**config.mk**
```make
export PLATFORM = sky130hd
export DESIGN_NAME = pfc_cache
export DESIGN_NICKNAME = d
export VERILOG_FILES = /design/src/pfc_pkg.sv /design/src/pfc_cache.sv /design/src/pfc_pace.sv
export SDC_FILE = /design/constraint.sdc
export NUM_CORES = 1
export LEC_CHECK = 0
export ABC_CLOCK_PERIOD_IN_PS = 7700
export BUFFER_PORTS_ARGS = -buffer_cell sky130_fd_sc_hd__buf_2
export CAP_MARGIN = 20
export CORE_AREA = 3 3 153 118
export DETAILED_ROUTE_END_ITERATION = 7
export DIE_AREA = 0 0 156 121
export GPL_TIMING_DRIVEN = 0
export PLACE_DENSITY = 0.79
export SYNTH_ARGS = -nofsm -noshare
export SYNTH_HDL_FRONTEND = slang
export SYNTH_SLANG_ARGS = --single-unit
export TNS_END_PERCENT = 1
```
**constraint.sdc**
```tcl
create_clock -name mclk -period 7.7 [get_ports mclk]
set_input_delay 0.385 -clock mclk [delete_from_list [all_inputs] [get_ports mclk]]
set_output_delay 0.385 -clock mclk [all_outputs]
set_load 0.01 [all_outputs]
```
**src/pfc_pkg.sv**
```systemverilog
package pfc_pkg;
	localparam int unsigned ADDR_W = 16;
	localparam int unsigned WORD_W = 16;
	localparam int unsigned LINE_W = 64;
	localparam int unsigned WORDS_PER_LINE = 4;
	localparam int unsigned WAYS = 2;
	localparam int unsigned TAG_W = ADDR_W - 3;
	localparam int unsigned WS_W = 4;
	localparam int unsigned CLK_HZ = 50000000;
	localparam int unsigned ARRAY_MAX_HZ = 8000000;
	// Least array access period in cycles, rounded up
	localparam int unsigned ARRAY_CYCLES = (CLK_HZ + ARRAY_MAX_HZ - 1) / ARRAY_MAX_HZ;
	localparam logic [WS_W-1:0] WS_AUTO = 4'(ARRAY_CYCLES - 1);
	localparam logic [WS_W-1:0] WS_RESET = 4'h0;
	typedef enum logic [1:0] {ST_IDLE, ST_FILL, ST_DATA} state_e;
endpackage

```
**src/pfc_cache.sv**
```systemverilog
module pfc_cache (
	// Clock and reset
	input wire logic mclk,
	input wire logic rst,
	// CPU fetch port
	input wire logic cpu_req,
	input wire logic cpu_is_data,
	input wire logic [pfc_pkg::ADDR_W-1:0] cpu_addr,
	output logic cpu_ack,
	output logic [pfc_pkg::WORD_W-1:0] cpu_rdata,
	// Wait-state option
	input wire logic ws_manual,
	input wire logic [pfc_pkg::WS_W-1:0] ws_count,
	// Array port
	output logic arr_req,
	output logic [pfc_pkg::ADDR_W-1:0] arr_addr,
	input wire logic [pfc_pkg::WORD_W-1:0] arr_rdata
);
	localparam int unsigned TW = pfc_pkg::TAG_W;
	localparam int unsigned WW = pfc_pkg::WORD_W;

	logic [pfc_pkg::LINE_W-1:0] line_q [pfc_pkg::WAYS];
	logic [TW-1:0] tag_q [pfc_pkg::WAYS];
	logic [pfc_pkg::WAYS-1:0] valid_q;
	logic victim_q;
	logic fill_way_q;
	logic [1:0] word_q;
	logic [TW-1:0] fill_tag_q;
	pfc_pkg::state_e state_q;
	logic pace_done;
	logic pace_start;
	logic [pfc_pkg::WS_W-1:0] waits;
	logic [TW-1:0] req_tag;
	logic [1:0] req_word;
	logic hit0;
	logic hit1;
	logic hit;
	logic take;
	logic take_data;
	logic take_hit;
	logic take_miss;
	logic fill_step;
	logic fill_last;
	logic fill_next;
	logic data_done;

	// Word select, address and tag match helpers
	function automatic logic [WW-1:0] pick(input logic [pfc_pkg::LINE_W-1:0] l, input logic [1:0] w);
		pick = l[w*WW +: WW];
	endfunction

	function automatic logic [pfc_pkg::ADDR_W-1:0] word_addr(input logic [TW-1:0] t, input logic [1:0] w);
		word_addr = {t, w, 1'b0};
	endfunction

	function automatic logic way_match(input logic v, input logic [TW-1:0] t, input logic [TW-1:0] r);
		way_match = v && t == r;
	endfunction

	assign req_tag = cpu_addr[pfc_pkg::ADDR_W-1:3];
	assign req_word = cpu_addr[2:1];
	assign hit0 = way_match(valid_q[0], tag_q[0], req_tag);
	assign hit1 = way_match(valid_q[1], tag_q[1], req_tag);
	assign hit = hit0 || hit1;
	// Request decode shared by the blocks below, except the replacement block
	assign take = state_q == pfc_pkg::ST_IDLE && cpu_req && !cpu_ack;
	assign take_data = take && cpu_is_data;
	assign take_hit = take && !cpu_is_data && hit;
	assign take_miss = take && !cpu_is_data && !hit;
	assign fill_step = state_q == pfc_pkg::ST_FILL && pace_done;
	assign fill_last = fill_step && word_q == 2'h3;
	assign fill_next = fill_step && !fill_last;
	assign data_done = state_q == pfc_pkg::ST_DATA && pace_done;
	assign waits = ws_manual ? ws_count : pfc_pkg::WS_AUTO;
	assign pace_start = arr_req;

	pfc_pace u_pace (
		.mclk(mclk),
		.rst(rst),
		.start(pace_start),
		.waits(waits),
		.done(pace_done)
	);

	// Sequencer: idle, line fill or data pass-through
	always_ff @(posedge mclk or posedge rst)
	begin
		if (rst)
			state_q <= pfc_pkg::ST_IDLE;
		else
		begin
			unique case (state_q)
				pfc_pkg::ST_IDLE:
				begin
					if (take_data)
						state_q <= pfc_pkg::ST_DATA;
					else if (take_miss)
						state_q <= pfc_pkg::ST_FILL;
				end
				pfc_pkg::ST_FILL:
				begin
					if (fill_last)
						state_q <= pfc_pkg::ST_IDLE;
				end
				pfc_pkg::ST_DATA:
				begin
					if (pace_done)
						state_q <= pfc_pkg::ST_IDLE;
				end
			endcase
		end
	end

	// Answers to the CPU, one-cycle acknowledge
	always_ff @(posedge mclk or posedge rst)
	begin
		if (rst)
		begin
			cpu_ack <= 1'b0;
			cpu_rdata <= '0;
		end
		else
		begin
			cpu_ack <= take_hit || data_done;
			if (take_hit)
				cpu_rdata <= pick(hit0 ? line_q[0] : line_q[1], req_word);
			else if (data_done)
				cpu_rdata <= arr_rdata;
		end
	end

	// Array word requests, one per paced access
	always_ff @(posedge mclk or posedge rst)
	begin
		if (rst)
		begin
			arr_req <= 1'b0;
			arr_addr <= '0;
		end
		else
		begin
			arr_req <= take_data || take_miss || fill_next;
			if (take_data)
				arr_addr <= cpu_addr;
			else if (take_miss)
				arr_addr <= word_addr(req_tag, 2'h0);
			else if (fill_next)
				arr_addr <= word_addr(fill_tag_q, word_q + 2'h1);
		end
	end

	// Fill target, tag and word position
	always_ff @(posedge mclk or posedge rst)
	begin
		if (rst)
		begin
			word_q <= 2'h0;
			fill_way_q <= 1'b0;
			fill_tag_q <= '0;
		end
		else if (take_miss)
		begin
			word_q <= 2'h0;
			fill_way_q <= victim_q;
			fill_tag_q <= req_tag;
		end
		else if (fill_next)
			word_q <= word_q + 2'h1;
	end

	// Line data, one word per paced array access
	always_ff @(posedge mclk or posedge rst)
	begin
		if (rst)
		begin
			for (int i = 0; i < pfc_pkg::WAYS; i++)
			begin
				line_q[i] <= '0;
			end
		end
		else if (fill_step)
		begin
			line_q[fill_way_q][word_q*WW +: WW] <= arr_rdata;
		end
	end

	// Tags and valid flags; a way is dropped before its refill
	always_ff @(posedge mclk or posedge rst)
	begin
		if (rst)
		begin
			valid_q <= '0;
			for (int i = 0; i < pfc_pkg::WAYS; i++)
			begin
				tag_q[i] <= '0;
			end
		end
		else if (take_miss)
		begin
			valid_q[victim_q] <= 1'b0;
		end
		else if (fill_last)
		begin
			valid_q[fill_way_q] <= 1'b1;
			tag_q[fill_way_q] <= fill_tag_q;
		end
	end

	// Replacement keeps the page in use and refills the other
	always_ff @(posedge mclk or posedge rst)
	begin
		if (rst)
			victim_q <= 1'b0;
		else if (state_q == pfc_pkg::ST_IDLE && cpu_req && !cpu_ack && !cpu_is_data)
		begin
			if (hit)
				victim_q <= hit0;
			else
				victim_q <= ~victim_q;
		end
	end
endmodule

```
**src/pfc_pace.sv**
```systemverilog
module pfc_pace (
	// Clock and reset
	input wire logic mclk,
	input wire logic rst,
	// Control
	input wire logic start,
	input wire logic [pfc_pkg::WS_W-1:0] waits,
	// Access done pulse
	output logic done
);
	logic [pfc_pkg::WS_W-1:0] cnt_q;
	logic busy_q;

	// Paces each array word to at least the minimum access period
	always_ff @(posedge mclk or posedge rst)
	begin
		if (rst)
		begin
			cnt_q <= pfc_pkg::WS_RESET;
			busy_q <= 1'b0;
			done <= 1'b0;
		end
		else
		begin
			done <= 1'b0;
			if (start && !busy_q)
			begin
				busy_q <= 1'b1;
				cnt_q <= (waits < pfc_pkg::WS_AUTO) ? pfc_pkg::WS_AUTO : waits;
			end
			else if (busy_q)
			begin
				if (cnt_q == pfc_pkg::WS_RESET)
				begin
					busy_q <= 1'b0;
					done <= 1'b1;
				end
				else
					cnt_q <= cnt_q - 4'h1;
			end
		end
	end
endmodule

```
==> impl_results.md, run 1 <==
- Status: finished, violations left
- Failing checks: hold timing
- Final hold violations: 23
- Leak: 5.20 nW
- Cell Pwr Density: 332 nW/um^2
- P&R area growth vs syn: 13.7%
- Fillers: 1194
- Hpwl dp: 17.6 mm
- GRT Residual Overflow: 0
- Max Root-Sink Buffers: 3
- Measured slew at the worst slew-check pin: 988 ps
- Final cell count without fillers: 1215
- Fraction of registers with async set/reset: 1.00
- Via count: 7496
- Max Cap Viol: 0
- Part of the power in registers: 0.466
- CTS tree: yes
- Startpoint Class: flop
- Synthesized net count: 940
- Switch Pwr: 1.21 mW
- Vias/cell: 6.17
- Final worst-path cycle share: 0.399
- Clock transition at path regs: 60 ps
- Post-CTS Setup Inserts: 0
- Ant. Diodes: 0
- Mapped Area: 9950 sq um
- Ranking of synthesized cells by area: dfrtp_1, o21ai_0, nand2_1
- Clock sinks: 215
- Cell-internal power: 2.55 mW
- TritonRoute pass-1 iters: 5
- # IOs: 75
- Post-CTS sizing: 0
- Starting Density: 0.597
- Hold-fix buffers, CTS: 0
- Crit path DAT: 3470 ps
- Mapped Avg Cell Area: 11.2 sq um
- DRT iter0 DRCs: 887
- Final GP Congestion: 0.908
- Gr usage total: 0.286
- Switching share of power: 0.321
- Post-Route WL: 26.2 mm
- First-pass GRT wire length: 41.6 mm
- Overall die width: 156 microns
- Clock network power share: 0.273
- Critical path class: flop to flop
- Clk Latency, worst-skew pair: 500 ps
- Warnings from Yosys: 0
- Normalized max-slew margin: 0.341
- Row cnt: 41
- Die height: 121 microns
- CTS root buffer: clkbuf_16
- Reg-to-Reg Start: word_q[0]
- Share of cells above drive strength 1: 0.200
- Sequential share of the synthesized area: 0.540
- Peak VDD IR: 0.241 mV
- Largest net degree at the start of global routing: 120
- Count of endpoints failing setup in the final report: 0
- Wirelength per Cell: 21.6 microns
- Final nets: 1040
- DIE AREA: 18900 sq um
- WHS: -28.2 ps
- Combinational share of power: 0.261
- CP required: 8100 ps
- HP Class: input pin to asynchronous set/reset pin
- IO Port Bufs: 72
- Tmin final: 3070 ps
- Post-route ant nets: 0
- Design Power: 3.76 mW
- Design Area, Final: 11300 sq um
- Drc violations: 0
- Yosys top cell by area: dfrtp_1
- Core Footprint: 16700 sq um
- Setup slack, reg-to-reg: 4630 ps
- Top cell type's share of synthesized area: 0.540
- Inst Count DP: 1180
- H-tree depth: 1
- FF-to-FF End: line_q[103]
- Post-Syn Instances: 889
- Top achievable clock speed: 326 MHz
- Top FF cell, synth: dfrtp_1
- Unrepaired setup endpoints after global routing: no
- EDFF count, synth: 0
- Fin. max-slew vios: 0
- Worst-path fanout max: 10
- Vias in the first global route: 7477
- #FFs+latches synth: 215
- TritonCTS Buffers: 21
- Worst reg2reg path depth: 7
- Yosys cell types: 45
- Count leader, synth: dfrtp_1
- Commonest cells post-synth: dfrtp_1, nand2_1, o21ai_0, mux2i_1, clkbuf_1
- Clock skew: 11.9 ps
- Dpl cell area: 10600 sq um
- Initial antenna violation count: 0
- Worst setup EP type: flop
[placed cells by master, fill, tap and decap left out, drive strengths merged, types with 5 or more instances in the layout]
| master | n |
|---|---|
| inv | 11 |
| nand4 | 8 |
| ha | 10 |
| buf | 89 |
| nand3 | 5 |
| clkbuf | 68 |
| xnor2 | 27 |
| mux2i | 63 |
| nand2 | 208 |
| o21ai | 165 |
| nor2 | 15 |
| mux4 | 32 |
| mux2 | 39 |
| dfrtp | 215 |
[cell type report]
class	count	area [sq um]	area share
Tap cell	215	269	0.0238
Sequential cell	215	5380	0.475
Clock inverter	7	90.1	0.00796
Timing Repair Buffer	77	413	0.0365
Clock buffer	27	588	0.0519
Inverter	11	48.8	0.00431
Buffer	53	264	0.0233
Multi-Input combinational cell	610	4270	0.377
[per-stage QoR]
step           hold WS (ps)  utilization  setup TNS (ps)  setup WS [ps]
2_1_floorplan           445            -               0           1440
5_1_grt                42.5        0.679               0           4540
4_1_cts                23.3        0.679               0           4670
3_5_place_dp            466        0.638               0           4740
6_report              -28.2        0.679               0           4630
3_3_place_gp            456        0.635         -171920           -816
[worst max-delay path by stage]
stage / slack [ps] / to / depth (start not counted) / startpoint
floorplan: 1440 / arr_addr[0] / 1 / rst
global placement: -820 / line_q[37] / 2 / rst
detailed placement: 4740 / line_q[121] / 6 / word_q[0]
CTS: 4670 / line_q[121] / 6 / word_q[0]
global route: 4540 / line_q[101] / 7 / word_q[0]
finish: 4630 / line_q[103] / 7 / word_q[0]
[power groups by stage]
stage	logic, mW	clock network [mW]	registers, mW
final	0.984	1.03	1.75
after CTS	0.984	1.03	1.74
after global placement	0.920	0	1.74
after detailed placement	0.975	0	1.75
after global routing	1.10	1.08	1.79
after floorplan	0.649	0	1.72
[flip-flops by register name, indices dropped and copies added (netlist names), 2 cells and up]
signal and cells:
cpu_rdata 16, arr_addr 16, word_q 2, line_q 128, valid_q 2, state_q 2, tag_q 26, fill_tag_q 13
u_pace.cnt_q 4
[critical path: stages (launching register included)]
cell and delay, ps:
dfrtp_1 460, inv_1 190, ha_1 440, nor3b_1 680
buf_4 280, clkbuf_1 550, nand2_1 140, o21ai_0 230
[layer usage]
layer  share of wire  vias to the layer above  GRT usage
li1                -                     3292          -
met1            0.42                     3777      0.421
met2            0.45                      370      0.431
met3            0.10                       57     0.0699
met4           0.023                        0     0.0739
met5               0                        -          0
[logic make-up after synthesis]
group	count (synthesis)	share of synthesized area
compound gates	184	0.0967
xor+xnor	27	0.0238
mux	134	0.187
flops	215	0.540
buf+inv	64	0.0307
simple gates	255	0.109
fa+ha+maj	10	0.0126
Power figures use the tool's default switching activity.
==> run 2: changes to the inputs <==
ABC_AREA = 1   (was not set)
ABC_CLOCK_PERIOD_IN_PS = 3000   (was 7700)
CORE_AREA = 3 3 159 122   (was 3 3 153 118)
DIE_AREA = 0 0 162 125   (was 0 0 156 121)
PLACE_DENSITY = 0.8   (was 0.79)
clock period = 3 ns   (was 7.7 ns; I/O delays follow)
==> run 2 against run 1 <==
The run now ends clean. Via count up 37%. Clock power up 140%. Sequential cell count did not move. Critical path type unchanged. Final area rose by 10%. First-iteration DRC count increased by 60%. Die area grew 7.3%. Sequential power grew to 2.5 times the previous value. Global-route usage up 3.4 points. Power increased to 2.7 times the previous value.
==> impl_results.md, run 2 <==
- Status: completed
- Most used routing layer: met1
- Wirelength per Cell: 17.9 microns (-17%)
- Hold Startpoint: arr_rdata[15]
- Unrepaired setup endpoints after global routing: no
- Met2 usage: 0.435 (+0.00461)
- Critical path origin: word_q[0]
- HP Class: input pin to flop
- Starting Density: 0.614 (+0.0167)
- Worst path depth: 10 (+3)
- Fraction of registers with async set/reset: 1.00 (unchanged)
- Final worst-path cycle share: 0.921 (+0.522)
- Reg-to-Reg Start: word_q[0]
- Design Power: 10.3 mW (+170%)
- GRT Residual Overflow: 0 (unchanged)
- Drc violations: 0 (unchanged)
- Row cnt: 42 (+2.4%)
- Top FF cell, synth: dfrtp_1
- #FFs+latches synth: 215 (unchanged)
- DIE AREA: 20300 sq um (+7.3%)
- Synthesized net count: 1493 (+59%)
- Count of endpoints failing setup in the final report: 0 (unchanged)
- Slowest cell delay on critical path: 380 ps (-300 ps)
- Via count: 10300 (+37%)
- Final hold violations: 0 (-100%)
- Startpoint Class: flop
- Pre-CTS WS: 63.0 ps (-4680 ps)
- Delay-heaviest family, CP: buffers and inverters
- Vias in the first global route: 9565 (+28%)
- DRT iter0 DRCs: 1422 (+60%)
- Normalized max-slew margin: 0.412 (+0.0708)
- Final cell count without fillers: 1813 (+49%)
- Post-Route WL: 32.4 mm (+24%)
- Ranking of synthesized cells by area: dfrtp_1, nand2_1, nand3_1
- Hold EP: cpu_rdata[15]
- CTS tree: yes
- Final worst slack: 238 ps (-4390 ps)
- Top cell type's share of synthesized area: 0.494 (-0.0470)
- # IOs: 75 (unchanged)
- Top achievable clock speed: 362 MHz (+11%)
- CP required: 3410 ps (-4690 ps)
- Commonest cells post-synth: nand2_1, dfrtp_1, nand3_1, inv_1, o21ai_0
- Largest net degree at the start of global routing: 43 (-64%)
- Worst setup EP type: flop
- Fillers: 1486 (+24%)
- Mapped Area: 10900 sq um (+9.5%)
- Measured slew at the worst slew-check pin: 876 ps (-113 ps)
- Yosys cell types: 33 (-27%)
- Mapped Avg Cell Area: 7.56 sq um (-32%)
- Post-route ant nets: 0 (unchanged)
- IO Port Bufs: 72 (unchanged)
- Clk Latency, worst-skew pair: 520 ps (+20 ps)
- Top Registers: line_q: 128 flops, tag_q: 26 flops
- Clock skew: 20.5 ps (+8.55 ps)
- Worst reg2reg path depth: 10 (+3)
- H-tree depth: 1 (unchanged)
- Worst-path fanout max: 10 (unchanged)
- Tmin final: 2760 ps (-307 ps)
- Post-Syn Instances: 1442 (+62%)
- Peak VDD IR: 0.582 mV (+140%)
- Hpwl dp: 23.6 mm (+34%)
- P&R area growth vs syn: 14.4%
- Area of the multi-input gates: 4320 sq um (+1.1%)
- EDFF count, synth: 0 (unchanged)
- Gr usage total: 0.320 (+0.0339)
- Cell Pwr Density: 827 nW/um^2 (+150%)
- Initial antenna violation count: 1 (+1)
- Largest Register: line_q
- Die height: 125 microns (+3.3%)
- Setup slack, reg-to-reg: 240 ps (-4390 ps)
- TritonRoute pass-1 iters: 5 (unchanged)
- FF-to-FF End: line_q[51]
- Max Cap Viol: 0 (unchanged)
- Core Footprint: 17800 sq um (+6.5%)
- Max FFs per register: 128 (unchanged)
- Clock sinks: 215 (unchanged)
- Share of cells above drive strength 1: 0.108 (-0.0924)
- Worst path most repeated cell: clkbuf_1
- First-pass GRT wire length: 51.7 mm (+24%)
- Vias/cell: 5.67 (-8.1%)
- Cell depth of the worst hold path: 3
- CP max stage cell: dfrtp_1
- Leak: 6.08 nW (+17%)
- CTS root buffer: clkbuf_16
- Cells along the critical path: clkbuf_1, inv_1, ha_1, clkbuf_1, inv_1, clkbuf_1, nand3_1, nor2_1, nand2_1, o21ai_0
- Crit path DAT: 3170 ps (-300 ps)
- Final core occ: 0.702 (+0.0234)
- Final nets: 1612 (+55%)
- TritonCTS Buffers: 21 (unchanged)
- GRT met3 Usage: 0.0883 (+0.0184)
- Crit path buf inv count: 5 (+2)
- Inst Count DP: 1761 (+49%)
- Fin. max-slew vios: 0 (unchanged)
- Overall die width: 162 microns (+3.8%)
- Final GP Congestion: 0.945 (+4.0%)
- Seq. cell area: 5380 sq um (unchanged)
- Max Root-Sink Buffers: 3 (unchanged)
- Count leader, synth: nand2_1
- Warnings from Yosys: 0 (unchanged)
- Commonest non-fill, non-tap cell in the layout: nand2_1
- Sequential share of the synthesized area: 0.494 (-0.0470)
- M1 GR Usage: 0.509 (+0.0879)
- Most frequent cells in the layout: nand2_1, dfrtp_1, nand3_1, inv_1, o21ai_0
- Clock transition at path regs: 60 ps (about the same)
- Critical path class: flop to flop
- Yosys top cell by area: dfrtp_1
-- run 2: changes by cell type in the layout (fill, tap and decap cells not counted), moves of 23 or more --
cell and change:
inv_1 +196, mux2i_1 -63, mux4_2 -32, nand2_1 +142
nand3_1 +206, nor2_1 +74, nor3_1 +23, o21ai_0 +25
xnor2_1 -23
-- run 2: cell families (layout without fill, tap and decap cells) --
| group | count (synthesis) | count (layout) | synth area share |
|---|---|---|---|
| AOI/OAI and AO/OA | 226 | 226 | 0.109 |
| xor gates and xnor gates | 7 | 7 | 0.00562 |
| other | 0 | 1 | 0 |
| DFF | 215 | 215 | 0.494 |
| adders and majority gates | 10 | 10 | 0.0115 |
| and+or+nand+nor | 687 | 687 | 0.269 |
| buffers and inverters | 297 | 425 | 0.111 |
-- run 2: per-stage QoR --
step                cell area, sq um  hold WS, ps  setup TNS (ps)
floorplan                      10900          267               0
global placement               11600          364         -262440
detailed placement             11700          301               0
CTS                            12500         31.8               0
global route                   12500         55.3               0
finish                         12500         32.4               0
-- run 2: tightest hold or removal path, delay by kind of cell --
family	cells	cell delay, ps
AOI/OAI and AO/OA	2	230
buffers and inverters	1	120
-- run 2: worst max path at each step --
stage,end,slack (ps)
floorplan,arr_addr[0],50
global placement,line_q[5],-1250
detailed placement,line_q[69],60
CTS,line_q[1],30
global route,line_q[51],70
finish,line_q[51],240
-- run 2: power breakdown --
group,switching (mW),leakage [nW],internal (mW)
sequential,0.422,2.31,3.96
clock,1.10,0.301,1.35
combinational,2.36,3.47,1.13
total,3.89,6.08,6.44
-- run 2: layout make-up --
class	count	share of cell area
Multi-Input combinational cell	930	0.346
Tap cell	242	0.0243
Buffer	79	0.0316
Sequential cell	215	0.431
Clock buffer	28	0.0466
Antenna cell	1	0.000201
Timing Repair Buffer	96	0.0521
Inverter	218	0.0662
Clock inverter	4	0.00191
-- run 2: what timing repair did --
action,in CTS,in global routing
endpoints found under the setup margin,0,20
hold buffers,19,0
endpoints found under the hold margin,54,0
setup buffers,0,0
resized for setup,0,4
-- run 2: metal layers --
metal  wire [microns]  vias up
met2            13000      612
met5                0        -
met1            14400     4839
met3             4320       51
li1                 -     4779
met4              667        0
==> run 3: changes to the inputs <==
CAP_MARGIN = 10   (was 20)
CTS_BUF_LIST = sky130_fd_sc_hd__clkbuf_16   (was not set)
REMOVE_ABC_BUFFERS = 1   (was not set)
==> run 3 against run 2 <==
Global-route usage fell by 2.0 points. Final cell count fell by 3.1%. Sequential share of layout area rose by 0.058 points. Register-to-register slack got worse by 110 ps. Die area did not move. Clock skew fell by 11 ps. Fmax fell by 3.9%. Clock-buffer cell count fell by 5. Core utilization fell by 0.077 points. First-iteration DRC count fell by 18%. Clock power rose by 7%. Highest routed layer unchanged.
==> impl_results.md, run 3 (same netlist as run 2, synthesis figures left out) <==
- Startpoint Class: flop
- Post-route ant nets: 0 (unchanged)
- CTS tree: yes
- Final hold violations: 0 (unchanged)
- Initial antenna violation count: 0 (-1)
- Worst-path fanout max: 36 (+26)
- P&R area growth vs syn: 14.3%
- Crit path DAT: 3310 ps (+140 ps)
- CTS root buffer: clkbuf_16
- Hpwl dp: 17.9 mm (-24%)
- H-tree depth: 1 (unchanged)
- Largest Register: line_q
- First-pass GRT wire length: 49.1 mm (-4.9%)
- Cell Pwr Density: 840 nW/um^2 (+1.6%)
- Leak: 6.04 nW (-0.56%)
- Final worst-path cycle share: 0.958 (+0.0369)
- Clock skew: 9.66 ps (-10.8 ps)
- DRT iter0 DRCs: 1170 (-18%)
- Row cnt: 42 (unchanged)
- Count of endpoints failing setup in the final report: 0 (unchanged)
- Final GP Congestion: 0.831 (-12%)
- Max Root-Sink Buffers: 3 (unchanged)
- Largest net degree at the start of global routing: 112 (+160%)
- Worst path most repeated cell: nand2_1
- Post-Route WL: 30.6 mm (-5.6%)
- Normalized max-slew margin: 0.306 (-0.106)
- Inst Count DP: 1695 (-3.7%)
- Final TNS setup: 0 ps (unchanged)
- Clock sinks: 215 (unchanged)
- Starting Density: 0.614 (unchanged)
- Vias in the first global route: 9583 (+0.19%)
- Tmin final: 2870 ps (+111 ps)
- Gr usage total: 0.300 (-0.0197)
- # IOs: 75 (unchanged)
- Wirelength per Cell: 17.4 microns (-2.5%)
- Die height: 125 microns (unchanged)
- Most frequent cells in the layout: nand2_1, dfrtp_1, nand3_1, inv_1, o21ai_0
- Max FFs per register: 128 (unchanged)
- Clock transition at path regs: 60 ps (about the same)
- Top Registers: line_q: 128 flops, tag_q: 26 flops
- Core Footprint: 17800 sq um (unchanged)
- TritonCTS Buffers: 22 (+4.8%)
- Ant. Diodes: 0 (-1)
- CP required: 3430 ps (+20 ps)
- HP Class: input pin to flop
- DIE AREA: 20300 sq um (unchanged)
- Vias/cell: 5.72 (+0.83%)
- GRT Residual Overflow: 0 (unchanged)
- Final cell count without fillers: 1756 (-3.1%)
- Clk Latency, worst-skew pair: 510 ps (about the same)
- Top achievable clock speed: 348 MHz (-3.9%)
- Unrepaired setup endpoints after global routing: yes
- Measured slew at the worst slew-check pin: 1040 ps (+160 ps)
- Fin. max-slew vios: 0 (unchanged)
- IO Port Bufs: 74 (+2.8%)
- TritonRoute pass-1 iters: 6 (+1)
- Peak VDD IR: 0.484 mV (-17%)
- CP max stage cell: nand3_4
- Share of cells above drive strength 1: 0.114 (+0.00596)
- Max Cap Viol: 0 (unchanged)
- Cells along the critical path: inv_1, nand2_1, nand2_1, nor2_1, nand2_2, nor2_4, nand2_8, nand3_4, nand2_4, nor2_4, nand2_1, nand3_1
- Via count: 10000 (-2.3%)
- Worst setup EP type: flop
- Overall die width: 162 microns (unchanged)
- Final nets: 1552 (-3.7%)
- Critical path class: flop to flop
- Commonest non-fill, non-tap cell in the layout: nand2_1
- Status: completed
- Slowest cell delay on critical path: 460 ps (+80 ps)
- Drc violations: 0 (unchanged)
[run 3: cell type report]
cell class	count	area, sq um
Sequential cell	215	5380
Fill cell	1396	5300
Multi-Input combinational cell	932	4440
Timing Repair Buffer	112	843
Inverter	218	832
Clock buffer	23	576
Tap cell	242	303
Clock inverter	14	88.8
[run 3: power by group]
part	internal [mW]	switching (mW)	leakage, nW
registers	3.96	0.471	2.31
logic	1.11	2.32	3.39
clock network	1.46	1.14	0.349
total	6.54	3.93	6.04
[run 3: worst max-delay path: cells and delay by family (launching register included)]
kind          cells  cell delay, ps
buf+inv           1              70
flops             1             370
simple gates     11            2330
[run 3: timing repair]
item | in CTS | in global routing
buffers inserted | 1 | 0
setup endpoints to repair | 193 | 188
resized for setup | 7 | 13
hold buffers | 20 | 0
gates cloned | 2 | 0
pin swaps | 2 | 4
endpoints found under the hold margin | 139 | 0
[run 3: final timing paths]
path / depth (start not counted) / slack, ps / startpoint / to
max: 12 / 130 / tag_q[17] / arr_addr[11]
min in group asynchronous: 3 / 360 / rst / cpu_rdata[2]
min: 3 / 10 / arr_rdata[13] / cpu_rdata[13]
max in group asynchronous: 4 / 1650 / rst / line_q[43]
min reg2reg: 2 / 470 / arr_addr[0] / arr_addr[0]
max reg2reg: 12 / 130 / tag_q[17] / arr_addr[11]
[run 3: layer usage]
layer	track usage	routed length [microns]
met3	0.0678	3520
met5	0	0
met1	0.441	12700
met2	0.442	13200
met4	0.105	1180
[run 3: stage by stage]
step | cell area, sq um | setup WS [ps] | hold slack (ps) | power, mW | utilization
floorplan | 10500 | -3030 | 267 | 6.57 | -
global placement | 11200 | -5480 | 355 | 7.49 | 0.630
detailed placement | 11500 | -1470 | 358 | 7.66 | 0.646
CTS | 12400 | -27.3 | 2.97 | 10.3 | 0.697
global route | 12500 | -38.5 | 41.4 | 11.1 | 0.702
finish | 12500 | 127 | 13.0 | 10.5 | 0.702
